[config.mk]
export PLATFORM = sky130hd
export DESIGN_NAME = npc_protect_config_regs
export DESIGN_NICKNAME = d
export VERILOG_FILES = /design/src/core/npc_pkg.sv /design/src/core/npc_sync2.sv /design/src/core/npc_otp_guard.sv /design/src/core/npc_protect_config_regs.sv
export VERILOG_INCLUDE_DIRS = /design/src /design/src/core
export SDC_FILE = /design/constraint.sdc
export NUM_CORES = 1
export LEC_CHECK = 0
export BUFFER_PORTS_ARGS = -buffer_cell sky130_fd_sc_hd__buf_2
export CORE_MARGIN = 2
export CORE_UTILIZATION = 49
export DETAILED_ROUTE_END_ITERATION = 16
export PLACE_DENSITY = 0.85
export SLEW_MARGIN = 20
export SYNTH_ARGS = -nofsm -noshare
export SYNTH_HDL_FRONTEND = slang
export SYNTH_SLANG_ARGS = --single-unit
[constraint.sdc]
create_clock -name core_clk -period 3.9 [get_ports core_clk]
set_input_delay 0.39 -clock core_clk [delete_from_list [all_inputs] [get_ports core_clk]]
set_output_delay 0.39 -clock core_clk [all_outputs]
set_load 0.05 [all_outputs]
[src/core/npc_regs.svh]
// How it works
// - Two volatile protect bits sit at S0 and S7 of the protection register.
// - Protect bits 00 with hardware enable 0 ignore the pin; it stays IO2.
// - Protect bits 01 in software mode refuse writes while the pin is low.
// - Protect bits 10 lock the protection register until power returns them to 00.
// - Protect bits 11 enter one-time mode that allows the lock bit to set.
// - Hardware enable with pin low blocks every write, program and erase.
// - Hardware mode disables quad; register writable with pin high and hi bit 0.
// - One-time area is ten pages of 2112 bytes; programming only clears bits.
// - After the one-time lock bit sets, the whole one-time area is frozen.
// - Host sets one-time access enable before using the one-time area.
// - One-time access enable clears at power-up and on a reset command.
// - Register lock sets only with protect bits 11 and one-time access on.
// - With ECC on, parity is stored in spare area and results reported.
// - ECC enable powers up at 1 and survives the reset command.
// - Page 0 loads into the buffer after power-up; host loads pages before reads.
// - Buffer mode starts at a host column and stops after byte 2111.
// - Continuous mode starts at byte 0 and runs on after byte 2047.
// - Read mode powers up per ordered variant and is rewritable.
// - Hardware-protect enable sits at S1, defaults 0 and selects hardware mode.
// - Registers are reached by status read or write with a one-byte address.
`ifndef NPC_REGS_SVH
`define NPC_REGS_SVH

// Register address high nibbles.
`define NPC_ADDR_PROT 4'ha
`define NPC_ADDR_CFG 4'hb
`define NPC_ADDR_STAT 4'hc

// Protection register fields.
`define NPC_PROT_MODE_HI 0
`define NPC_PROT_HW_EN 1
`define NPC_PROT_BLK_LSB 2
`define NPC_PROT_BLK_MSB 6
`define NPC_PROT_MODE_LO 7
`define NPC_PROT_RESET 8'h7c

// Configuration register fields.
`define NPC_CFG_OTP_LOCK 7
`define NPC_CFG_OTP_EN 6
`define NPC_CFG_PROT_LOCK 5
`define NPC_CFG_ECC_EN 4
`define NPC_CFG_BUF 3

// One-time area and buffer geometry.
`define NPC_OTP_PAGES 4'ha
`define NPC_PAGE_BYTES 12'h840
`define NPC_BUF_LAST_COL 12'h83f
`define NPC_DATA_LAST_COL 12'h7ff
`define NPC_OTP_ERASED 8'hff

`endif

[src/core/npc_pkg.sv]
package npc_pkg;

    // Protection method chosen by the two protect bits.
    typedef enum logic [1:0] {
        NPC_PM_OPEN,
        NPC_PM_PIN,
        NPC_PM_LOCKDOWN,
        NPC_PM_ONETIME
    } npc_pmode_e;

    typedef logic [7:0] npc_byte_t;

    // Decodes the protect bit pair into a protection method.
    function automatic npc_pmode_e npc_pmode(input logic hi, input logic lo);
        npc_pmode = npc_pmode_e'({hi, lo});
    endfunction

    // Programming may only pull bits low.
    function automatic npc_byte_t npc_otp_merge(input npc_byte_t old_b, input npc_byte_t new_b);
        npc_otp_merge = old_b & new_b;
    endfunction

endpackage

[src/core/npc_sync2.sv]
`timescale 1ns/1ps
module npc_sync2 import npc_pkg::*; (
    input wire logic core_clk,
    input wire logic reset_n,
    input wire logic d_in,
    output logic q_out
);
    logic meta_r;

    // Two stages; the pin idles high so reset loads ones.
    always_ff @(posedge core_clk or negedge reset_n) begin
        if (!reset_n) begin
            meta_r <= 1'b1;
            q_out <= 1'b1;
        end else begin
            meta_r <= d_in;
            q_out <= meta_r;
        end
    end
endmodule

[src/core/npc_otp_guard.sv]
`timescale 1ns/1ps
`include "npc_regs.svh"
module npc_otp_guard import npc_pkg::*; (
    input wire logic core_clk,
    input wire logic reset_n,
    input wire logic otp_access_en,
    input wire logic otp_locked,
    input wire logic write_block,
    input wire logic otp_prog_req,
    input wire logic [3:0] otp_page,
    input wire logic [7:0] otp_old_byte,
    input wire logic [7:0] otp_new_byte,
    output logic otp_prog_ok,
    output logic [7:0] otp_prog_byte
);
    // Only a page inside the area, with access on and no lock or pin block, may program.
    always_ff @(posedge core_clk or negedge reset_n) begin
        if (!reset_n) begin
            otp_prog_ok <= 1'b0;
            otp_prog_byte <= `NPC_OTP_ERASED;
        end else begin
            otp_prog_ok <= otp_prog_req && otp_access_en && !otp_locked && !write_block
                && (otp_page < `NPC_OTP_PAGES);
            otp_prog_byte <= npc_otp_merge(otp_old_byte, otp_new_byte);
        end
    end
endmodule

[src/core/npc_protect_config_regs.sv]
`timescale 1ns/1ps
`include "npc_regs.svh"
module npc_protect_config_regs import npc_pkg::*; #(
    parameter logic BUF_DEFAULT = 1'b1
) (
    input wire logic core_clk,
    input wire logic reset_n,
    input wire logic wp_n_pin,
    input wire logic wel,
    input wire logic reg_wr_req,
    input wire logic reg_rd_req,
    input wire logic [7:0] reg_addr,
    input wire logic [7:0] reg_wdata,
    input wire logic [7:0] stat_in,
    input wire logic dev_reset_cmd,
    input wire logic otp_prog_req,
    input wire logic [3:0] otp_page,
    input wire logic [7:0] otp_old_byte,
    input wire logic [7:0] otp_new_byte,
    output logic [7:0] rd_data,
    output logic rd_valid,
    output logic wr_refused,
    output logic quad_enable,
    output logic wp_is_io2,
    output logic write_block,
    output logic otp_access,
    output logic ecc_enable,
    output logic ecc_spare_store,
    output logic buf_mode,
    output logic cont_next_page,
    output logic [11:0] col_last,
    output logic boot_page_load,
    output logic otp_prog_ok,
    output logic [7:0] otp_prog_byte
);
    logic wp_n_s;
    logic protect_mode_hi_r;
    logic protect_mode_lo_r;
    logic hw_protect_en_r;
    logic [4:0] blk_protect_r;
    logic otp_lock_r;
    logic otp_access_r;
    logic protection_reg_lock_r;
    logic ecc_en_r;
    logic buf_r;
    logic boot_done_r;
    logic wr_prot;
    logic wr_cfg;
    logic hw_block;
    logic prot_ok;
    logic cfg_ok;
    npc_pmode_e pmode;
    logic [7:0] write_protection_control;
    logic [7:0] device_configuration;

    // The pin arrives from the board, so it is synchronised first.
    npc_sync2 u_wp_sync (
        .core_clk(core_clk),
        .reset_n(reset_n),
        .d_in(wp_n_pin),
        .q_out(wp_n_s)
    );

    // Assemble the two registers for readback.
    assign write_protection_control = {protect_mode_lo_r, blk_protect_r, hw_protect_en_r,
        protect_mode_hi_r};
    assign device_configuration = {otp_lock_r, otp_access_r, protection_reg_lock_r, ecc_en_r,
        buf_r, 3'h0};

    // Write decode by address nibble.
    assign wr_prot = reg_wr_req && (reg_addr[7:4] == `NPC_ADDR_PROT);
    assign wr_cfg = reg_wr_req && (reg_addr[7:4] == `NPC_ADDR_CFG);
    assign pmode = npc_pmode(protect_mode_hi_r, protect_mode_lo_r);
    assign hw_block = hw_protect_en_r && !wp_n_s;

    // A config write needs the latch, no pin block and no reset command in that cycle.
    assign cfg_ok = wr_cfg && wel && !hw_block && !dev_reset_cmd;

    // Last column sent in each read mode; reset and run must agree, so it lives once.
    function automatic logic [11:0] end_column(input logic buffered);
        end_column = buffered ? `NPC_BUF_LAST_COL : `NPC_DATA_LAST_COL;
    endfunction

    // Acceptance of a protection write; the pin only matters in the cases that use it.
    always_comb begin
        prot_ok = wel && !hw_block && !protection_reg_lock_r;
        unique case (pmode)
            NPC_PM_OPEN: prot_ok = prot_ok;
            NPC_PM_PIN: prot_ok = prot_ok && (hw_protect_en_r || wp_n_s);
            NPC_PM_LOCKDOWN: prot_ok = 1'b0;
            NPC_PM_ONETIME: prot_ok = prot_ok;
        endcase
    end

    // Protection register; power-up returns the protect bits to 00.
    always_ff @(posedge core_clk or negedge reset_n) begin
        if (!reset_n) begin
            protect_mode_hi_r <= 1'b0;
            protect_mode_lo_r <= 1'b0;
            hw_protect_en_r <= 1'b0;
            blk_protect_r <= 5'(`NPC_PROT_RESET >> `NPC_PROT_BLK_LSB);
        end else if (wr_prot && prot_ok) begin
            protect_mode_hi_r <= reg_wdata[`NPC_PROT_MODE_HI];
            protect_mode_lo_r <= reg_wdata[`NPC_PROT_MODE_LO];
            hw_protect_en_r <= reg_wdata[`NPC_PROT_HW_EN];
            blk_protect_r <= reg_wdata[`NPC_PROT_BLK_MSB:`NPC_PROT_BLK_LSB];
        end
    end

    // Permanent lock bits; only a power cycle of the model clears them.
    always_ff @(posedge core_clk or negedge reset_n) begin
        if (!reset_n) begin
            otp_lock_r <= 1'b0;
            protection_reg_lock_r <= 1'b0;
        end else if (cfg_ok) begin
            if (reg_wdata[`NPC_CFG_OTP_LOCK] && otp_access_r) begin
                otp_lock_r <= 1'b1;
            end
            if (reg_wdata[`NPC_CFG_PROT_LOCK] && otp_access_r && pmode == NPC_PM_ONETIME) begin
                protection_reg_lock_r <= 1'b1;
            end
        end
    end

    // Access enable; a reset command beats a write in the same cycle.
    always_ff @(posedge core_clk or negedge reset_n) begin
        if (!reset_n) begin
            otp_access_r <= 1'b0;
        end else if (dev_reset_cmd) begin
            otp_access_r <= 1'b0;
        end else if (cfg_ok) begin
            otp_access_r <= reg_wdata[`NPC_CFG_OTP_EN];
        end
    end

    // ECC enable and read mode are untouched by the reset command.
    always_ff @(posedge core_clk or negedge reset_n) begin
        if (!reset_n) begin
            ecc_en_r <= 1'b1;
            buf_r <= BUF_DEFAULT;
        end else if (cfg_ok) begin
            ecc_en_r <= reg_wdata[`NPC_CFG_ECC_EN];
            buf_r <= reg_wdata[`NPC_CFG_BUF];
        end
    end

    // Register read port answers one cycle after the request; unmapped reads give zero.
    always_ff @(posedge core_clk or negedge reset_n) begin
        if (!reset_n) begin
            rd_data <= 8'h00;
            rd_valid <= 1'b0;
        end else begin
            rd_valid <= reg_rd_req;
            if (reg_rd_req) begin
                unique case (reg_addr[7:4])
                    `NPC_ADDR_PROT: rd_data <= write_protection_control;
                    `NPC_ADDR_CFG: rd_data <= device_configuration;
                    `NPC_ADDR_STAT: rd_data <= stat_in;
                    default: rd_data <= 8'h00;
                endcase
            end
        end
    end

    // Refusal pulse for any protection write that did not land.
    always_ff @(posedge core_clk or negedge reset_n) begin
        if (!reset_n) begin
            wr_refused <= 1'b0;
        end else begin
            wr_refused <= wr_prot && !prot_ok;
        end
    end

    // Pin and quad control; registered so every output comes from a flop.
    always_ff @(posedge core_clk or negedge reset_n) begin
        if (!reset_n) begin
            quad_enable <= 1'b1;
            wp_is_io2 <= 1'b1;
            write_block <= 1'b0;
        end else begin
            quad_enable <= !hw_protect_en_r;
            wp_is_io2 <= !hw_protect_en_r;
            write_block <= hw_block;
        end
    end

    // Mode outputs for the read path and the ECC engine.
    always_ff @(posedge core_clk or negedge reset_n) begin
        if (!reset_n) begin
            otp_access <= 1'b0;
            ecc_enable <= 1'b1;
            ecc_spare_store <= 1'b1;
            buf_mode <= BUF_DEFAULT;
            cont_next_page <= !BUF_DEFAULT;
            col_last <= end_column(BUF_DEFAULT);
        end else begin
            otp_access <= otp_access_r;
            ecc_enable <= ecc_en_r;
            ecc_spare_store <= ecc_en_r && !hw_block;
            buf_mode <= buf_r;
            cont_next_page <= !buf_r;
            col_last <= end_column(buf_r);
        end
    end

    // One pulse after power-up asks the array to load page 0.
    always_ff @(posedge core_clk or negedge reset_n) begin
        if (!reset_n) begin
            boot_done_r <= 1'b0;
            boot_page_load <= 1'b0;
        end else begin
            boot_done_r <= 1'b1;
            boot_page_load <= !boot_done_r;
        end
    end

    // Guard for the one-time area; a lock or pin block refuses programming.
    npc_otp_guard u_otp_guard (
        .core_clk(core_clk),
        .reset_n(reset_n),
        .otp_access_en(otp_access_r),
        .otp_locked(otp_lock_r),
        .write_block(hw_block),
        .otp_prog_req(otp_prog_req),
        .otp_page(otp_page),
        .otp_old_byte(otp_old_byte),
        .otp_new_byte(otp_new_byte),
        .otp_prog_ok(otp_prog_ok),
        .otp_prog_byte(otp_prog_byte)
    );

    // Register bus checks.
    a_read_latency: assert property (@(posedge core_clk) disable iff (!reset_n)
        reg_rd_req |=> rd_valid) else $error("read answer missing");
    a_blocked_cfg: assert property (@(posedge core_clk) disable iff (!reset_n)
        (wr_cfg && hw_block && !dev_reset_cmd) |=> $stable(device_configuration))
        else $error("blocked config write landed");
    a_reset_cmd_clear: assert property (@(posedge core_clk) disable iff (!reset_n)
        dev_reset_cmd |=> (!otp_access_r && $stable(ecc_en_r)))
        else $error("reset command effect wrong");
    a_reset_cmd_buf: assert property (@(posedge core_clk) disable iff (!reset_n)
        dev_reset_cmd |=> $stable(buf_r)) else $error("reset command moved read mode");

    // Protection register checks; a refused write must leave no trace.
    a_lockdown_frozen: assert property (@(posedge core_clk) disable iff (!reset_n)
        (wr_prot && pmode == NPC_PM_LOCKDOWN) |=> ($stable(write_protection_control)
        && wr_refused)) else $error("lockdown write landed");
    a_pin_refuse: assert property (@(posedge core_clk) disable iff (!reset_n)
        (wr_prot && pmode == NPC_PM_PIN && !hw_protect_en_r && !wp_n_s) |=> wr_refused)
        else $error("pin low write accepted");
    a_pin_accept: assert property (@(posedge core_clk) disable iff (!reset_n)
        (wr_prot && pmode == NPC_PM_PIN && wp_n_s && wel && !hw_block && !protection_reg_lock_r)
        |=> !wr_refused) else $error("pin high write refused");
    a_refuse_no_side: assert property (@(posedge core_clk) disable iff (!reset_n)
        (wr_prot && !prot_ok) |=> $stable(write_protection_control))
        else $error("refused write changed register");
    a_accept_no_pulse: assert property (@(posedge core_clk) disable iff (!reset_n)
        (wr_prot && prot_ok) |=> !wr_refused) else $error("accepted write flagged refused");
    a_reglock_cause: assert property (@(posedge core_clk) disable iff (!reset_n)
        $rose(protection_reg_lock_r) |-> ($past(pmode) == NPC_PM_ONETIME
        && $past(otp_access_r))) else $error("lock set outside one-time mode");
    a_reglock_sticky: assert property (@(posedge core_clk) disable iff (!reset_n)
        protection_reg_lock_r |=> protection_reg_lock_r) else $error("register lock dropped");
    a_reglock_frozen: assert property (@(posedge core_clk) disable iff (!reset_n)
        protection_reg_lock_r |=> $stable(write_protection_control))
        else $error("locked register changed");

    // Pin and quad checks; the pin is only ever seen through the synchroniser.
    a_hw_block: assert property (@(posedge core_clk) disable iff (!reset_n)
        (hw_protect_en_r && !wp_n_s) |=> write_block) else $error("pin block missing");
    a_spare_block: assert property (@(posedge core_clk) disable iff (!reset_n)
        hw_block |=> !ecc_spare_store) else $error("spare store during pin block");
    a_quad_off: assert property (@(posedge core_clk) disable iff (!reset_n)
        hw_protect_en_r |=> !quad_enable) else $error("quad left on");
    a_quad_soft: assert property (@(posedge core_clk) disable iff (!reset_n)
        !hw_protect_en_r |=> (quad_enable && wp_is_io2))
        else $error("io2 lost in software mode");

    // One-time area checks.
    a_otp_lock_sticky: assert property (@(posedge core_clk) disable iff (!reset_n)
        otp_lock_r |=> otp_lock_r) else $error("one-time lock dropped");
    a_otp_lock_cause: assert property (@(posedge core_clk) disable iff (!reset_n)
        $rose(otp_lock_r) |-> $past(otp_access_r))
        else $error("one-time lock set without access");
    a_otp_locked_prog: assert property (@(posedge core_clk) disable iff (!reset_n)
        otp_lock_r |=> !otp_prog_ok) else $error("locked area programmed");
    a_otp_range: assert property (@(posedge core_clk) disable iff (!reset_n)
        (otp_prog_req && otp_page >= `NPC_OTP_PAGES) |=> !otp_prog_ok)
        else $error("page outside area programmed");
    a_otp_access_need: assert property (@(posedge core_clk) disable iff (!reset_n)
        (otp_prog_req && !otp_access_r) |=> !otp_prog_ok)
        else $error("programmed without access");

    // Read mode and boot checks.
    a_col_last_buf: assert property (@(posedge core_clk) disable iff (!reset_n)
        buf_r |=> (col_last == `NPC_BUF_LAST_COL)) else $error("buffer end column wrong");
    a_cont_mode: assert property (@(posedge core_clk) disable iff (!reset_n)
        !buf_r |=> (cont_next_page && col_last == `NPC_DATA_LAST_COL))
        else $error("continuous mode outputs wrong");
    a_boot_once: assert property (@(posedge core_clk) disable iff (!reset_n)
        boot_page_load |=> !boot_page_load) else $error("boot load longer than a cycle");

    // Main scenarios worth seeing at least once.
    c_prot_write: cover property (@(posedge core_clk) disable iff (!reset_n) wr_prot && prot_ok);
    c_reg_lock: cover property (@(posedge core_clk) disable iff (!reset_n)
        $rose(protection_reg_lock_r));
    c_hw_block: cover property (@(posedge core_clk) disable iff (!reset_n) write_block);
    c_cont_mode: cover property (@(posedge core_clk) disable iff (!reset_n) $fell(buf_r));
    c_otp_grant: cover property (@(posedge core_clk) disable iff (!reset_n) otp_prog_ok);

endmodule

==> results of run 1 <==
==> cell families (layout without fill, tap and decap cells) <==
logic type               after synthesis  count (layout)
AO/OA/AOI/OAI                         25              25
multiplexers                          13              13
buffers and inverters                 20              93
flip-flops                            43              43
adder cells (fa/ha/maj)                2               2
other                                  1               7
AND/OR/NAND/NOR                       28              28
==> per-layer routing <==
layer / wire length [um] / global-route usage, % / up-vias
li1: - / - / 602
met3: 181 / 4.28 / 7
met4: 58 / 7.03 / 0
met2: 1830 / 30.5 / 39
met5: 0 / 0 / -
met1: 1490 / 22.7 / 605
==> power breakdown <==
group | total [mW] | internal, mW | switching (mW)
registers | 0.530 | 0.504 | 0.0258
clock network | 0.283 | 0.143 | 0.140
logic | 0.253 | 0.0849 | 0.168
==> area by class of cell <==
type                       instances  share of cell area, %
clock buffer                       7                   3.72
clock inverter                     1                  0.216
inverter                           5                  0.809
multi-input combinational         75                   27.8
sequential                        43                   47.5
tap                               48                   2.59
timing repair buffer              80                   17.3
==> worst max-delay path by stage <==
stage                       from           endpoint
4_1_cts          u_wp_sync.q_out           ecc_en_r
2_1_floorplan  protect_mode_hi_r    hw_protect_en_r
6_report       protect_mode_hi_r  protect_mode_hi_r
3_3_place_gp   protect_mode_hi_r  protect_mode_lo_r
3_5_place_dp     u_wp_sync.q_out           ecc_en_r
5_1_grt        protect_mode_hi_r  protect_mode_hi_r
==> worst register-to-register path: stages, from the launching register on <==
cell      delay, ns
dfrtp_1        0.41
inv_1          0.06
ha_1           0.22
nor2_1         0.12
o221ai_2       0.17
nor2_8         0.25
mux2_4         0.32
==> per-stage QoR <==
step                setup WS, ns  util, %
floorplan                   2.35        -
global placement            2.26     60.8
detailed placement          2.23     60.8
CTS                         2.22     63.3
global route                2.08     63.3
finish                      2.23     63.3
==> cells in the mapped netlist, drive strengths merged, types with 2 or more instances <==
cell type / n
a32oi: 2
nand2: 2
dfstp: 21
ha: 2
mux2: 12
a21oi: 2
a32o: 2
and2: 9
inv: 4
nor2b: 5
a22oi: 4
o2bb2ai: 8
dfrtp: 22
o21ai: 2
buf: 15
nor2: 5
==> sequential cells by signal, summed over array words and instances, names as in the netlist, 2 cells and up <==
signal and count:
col_last 2, u_otp_guard.otp_prog_byte 8, blk_protect_r 5, rd_data 8
==> flow_summary.toml, run 1 <==
[run_status]
status = "finished, final reports clean"

[final_layout]
drive_gt1_share_pct = 60.2
n_antenna_cell = 0
final_nets = 264
num-fill-cells = 301
final_cell_mix = "buf_2 (80), dfrtp_1 (22), dfstp_2 (21), and2_1 (9)"
multiInputGateArea_um2 = 646
final_common_cell = "buf_2"
syn_to_final_growth_pct = 24.8
seq_area_um2 = 1100
final_cells = 259
final_area_um2 = 2320

[worst_setup_path]
r2r_cells = 6
crit_slowest_cell = "dfrtp_1"
cp-start-kind = "register"
path_cells = "inv_1 > ha_1 > nor2_1 > o221ai_2 > nor2_8 > mux2_4"
cp.required_ns = 4.08
crit_path_end_kind = "register"
worstSetupPathType = "register to register"
cp.buffers_inverters = 1
crit_family = "flip-flops"
r2r-end = "protect_mode_hi_r"
crit_cells = 6
timing.rr.start = "protect_mode_hi_r"
rrSetupSlack_ns = 2.23
max_stage_delay_ns = 0.41
crit_arrival_ns = 1.85
crit_fanout = 8

[detailed_routing]
drt_iter0_drc = 45
num_vias = 1253
detailedRoute.firstPassIterationCount = 4
via_per_inst = 4.84
ant_nets = 0
totalWireLength_mm = 3.56
wire_per_inst_um = 13.8
drc_errors = 0

[sta]
min_period_ns = 1.67
rsz0062_at_grt = "no"
tightestPinTransition_ns = 0.874
setup_viol = 0
finClkSkew_ns = 0.0103
finalCritPeriodShare_pct = 42.9
hold_ws_ns = 0.195
finalMaxSlewViolations = 0
slew_headroom_pct = 41.8
hold_viol = 0
fmax_mhz = 598
tns_ns = 0

[global_routing]
grt_first_pass_wirelength_mm = 5.84
grt_pass1_vias = 1227
grt.total_usage_pct = 18.1
grt_max_degree = 44
antenna_found_initial = 0
grt.overflow.total = 0

[logic_synthesis]
ys_seq_area_share_pct = 59.3
syn_area_per_cell_um2 = 14.1
synth-simple-area-share_pct = 11.4
async_flop_share_pct = 100
synth_area_um2 = 1860
synth_area_leaders = "dfstp_2 (30%), dfrtp_1 (30%), mux2_4 (6.5%)"
synth_cell_types = 37
synth_mux_area_share_pct = 9.43
yosys_warnings = 0
synth-xor-area-share_pct = 0
ys.flop_type = "dfrtp_1"
synth_top_area_share_pct = 29.7
synth_cells = 132
synthAdderAreaFrac_pct = 1.35
synth-edff-count = 0
yosys.area.top_type = "dfstp_2"
synth-compound-area-share_pct = 11.2
synth_top_family_by_area = "simple AND/OR/NAND/NOR gates"
ys_ff_latch = 43

[cts]
cts_tree = "built"
cts-resized-gates = 0
clk_latency_ns = 0.29
h-tree-depth = 2
cts-root-buf = "clkbuf_8"
path_clk_slew_ns = 0.07
clock_sinks = 43
hold_buffers = 0
cts_buffer_depth = 2
cts_setup_buffers = 0
cts_buffers = 5

[hold_path]
whs_path_depth = 1
min-delay-start = "wp_n_pin"
hold_class = "input pin to register"
holdPathEnd = "u_wp_sync.meta_r"

[die]
start_util_pct = 50.8
rows = 22
dieArea_um2 = 4300
die_h_um = 65.6
die_w_um = 65.6
ios = 92
coreArea_um2 = 3660

[power_and_ir_drop]
total_power_mw = 1.07
power.density_nw_per_um2 = 460
ir_worst_vdd_v = 0.000288
leakage_nw = 1.18

[place]
dpl_cell_area_um2 = 2230
numPlacedInstances = 251
routabilityCongestion = 0.731
post-dp-hpwl_mm = 2.79
io_buffers = 80

[flow_run]
drv_cap = 0
No activity file was read; power rests on OpenSTA's default activity.
==> run 2: changes to the inputs <==
- CORE_UTILIZATION: 49 -> 41
- PLACE_DENSITY: 0.85 -> 0.76
- clock period: 3.9 -> 1.4 ns (I/O delays scaled with it)
==> flow_summary.toml, run 2 (synthesis results as in run 1) <==
[final_layout]
num-fill-cells = 365
drive_gt1_share_pct = 62.6
final_cell_mix = "buf_2 (80), dfrtp_1 (22), dfstp_2 (21), mux2_4 (10), buf_4 (10)"
n_antenna_cell = 0
syn_to_final_growth_pct = 35.8
fin_util_pct = 57.9
top_regs = "rd_data x8, u_otp_guard.otp_prog_byte x8, blk_protect_r x5"
final_common_cell = "buf_2"
final_nets = 280

[sta]
hold_ws_ns = 0.0534
slew_headroom_pct = 56.6
finalCritPeriodShare_pct = 108
tns_ns = -0.876
finalMaxSlewViolations = 0
fin_ws_ns = -0.110
min_period_ns = 1.51
rsz0062_at_grt = "yes"
finClkSkew_ns = 0.00971
tightestPinTransition_ns = 0.650
setup_viol = 13
fmax_mhz = 662
hold_viol = 0

[die]
rows = 24
ios = 92
coreArea_um2 = 4350
start_util_pct = 42.7
dieArea_um2 = 5090
die_h_um = 71.3
die_w_um = 71.3

[cts]
cts_buffer_depth = 2
cts_tree = "built"
clk_latency_ns = 0.30
cts_setup_buffers = 0
cts_buffers = 5
h-tree-depth = 2
clock_sinks = 43
path_clk_slew_ns = 0.08
cts-root-buf = "clkbuf_8"

[detailed_routing]
wire_per_inst_um = 13.9
num_vias = 1357
drc_errors = 0
drt_iter0_drc = 61
ant_nets = 0
detailedRoute.firstPassIterationCount = 4
totalWireLength_mm = 3.88
via_per_inst = 4.86

[hold_path]
whs_path_depth = 2
holdPathEnd = "u_otp_guard.otp_prog_byte[4]"
hold_class = "input pin to register"
min-delay-start = "otp_new_byte[4]"

[power_and_ir_drop]
ir_worst_vdd_v = 0.000575
leakage_nw = 1.27
power.density_nw_per_um2 = 1210

[run_status]
status = "finished, violations left"
failed_checks = "negative setup slack"

[worst_setup_path]
crit_family = "flip-flops"
r2r_cells = 5
crit_arrival_ns = 1.70
max_stage_delay_ns = 0.42
cp-start-kind = "register"
rrSetupSlack_ns = -0.11
timing.rr.start = "protect_mode_lo_r"
crit_path_end_kind = "register"
cp.required_ns = 1.59
cp.buffers_inverters = 0
crit_cells = 5
crit_fanout = 8
r2r-end = "protect_mode_hi_r"
crit_slowest_cell = "dfrtp_1"
path_cells = "ha_4 > nor2_4 > o221ai_4 > nor2_8 > mux2_4"
worstSetupPathType = "register to register"

[global_routing]
grt_max_degree = 25
grt.total_usage_pct = 16.1
grt_first_pass_wirelength_mm = 6.24
grt.overflow.total = 0
grt_pass1_vias = 1387
antenna_found_initial = 0

[place]
io_buffers = 80
post-dp-hpwl_mm = 2.99
routabilityCongestion = 0.848

[flow_run]
drv_cap = 0
==> run 2: changes by cell type in the layout (fill, tap and decap cells not counted), sizes merged <==
cell | previous run | this run
dlygate4sd3 | 0 | 3
buf | 80 | 93
==> run 2: metal layers <==
metal	track usage, %	up-vias	wire length [um]
met5	0	-	0
met4	6.29	0	75
met3	6.61	8	403
met2	27.4	75	1920
met1	18.0	644	1480
li1	-	630	-
==> run 2: layout make-up <==
cell class              count  area (um2)  share of cell area, %
flip-flops and latches     43        1100                   43.7
multi-input cells          75         707                   28.0
repair buffers             96         548                   21.7
clock buffers               7        76.3                   3.03
well taps                  52        65.1                   2.58
inverters                   5        18.8                  0.744
clock inverters             1        5.00                  0.198
==> run 2: worst max path at each step <==
stage / start / to / slack, ns
floorplan: u_wp_sync.q_out / buf_r / -0.07
global placement: protect_mode_lo_r / protect_mode_hi_r / -0.07
detailed placement: protect_mode_lo_r / protect_mode_hi_r / -0.11
CTS: protect_mode_lo_r / protect_mode_hi_r / -0.13
global route: protect_mode_lo_r / protect_mode_lo_r / -0.17
finish: protect_mode_lo_r / protect_mode_hi_r / -0.11
==> run 2: timing repair <==
action                     CTS  global route
gates resized for setup      3             0
hold endpoints to repair    13             0
pin swaps                    3             0
setup endpoints to repair   13            13
hold buffers                 3             0
==> run 2: stage by stage <==
stage / total power [mW] / instances / instance area [um2] / setup WS, ns
3_5_place_dp: 2.33 / 268 / 2390 / -0.112
5_1_grt: 3.22 / 279 / 2520 / -0.169
4_1_cts: 3.10 / 279 / 2520 / -0.129
2_1_floorplan: 2.12 / 138 / 1930 / -0.0686
3_3_place_gp: 2.31 / 268 / 2390 / -0.0738
6_report: 3.06 / 279 / 2520 / -0.110
==> run 2: report_power, final <==
part | switching, mW | total (mW) | internal [mW]
combinational | 0.519 | 0.842 | 0.322
clock | 0.397 | 0.747 | 0.350
sequential | 0.0623 | 1.47 | 1.40
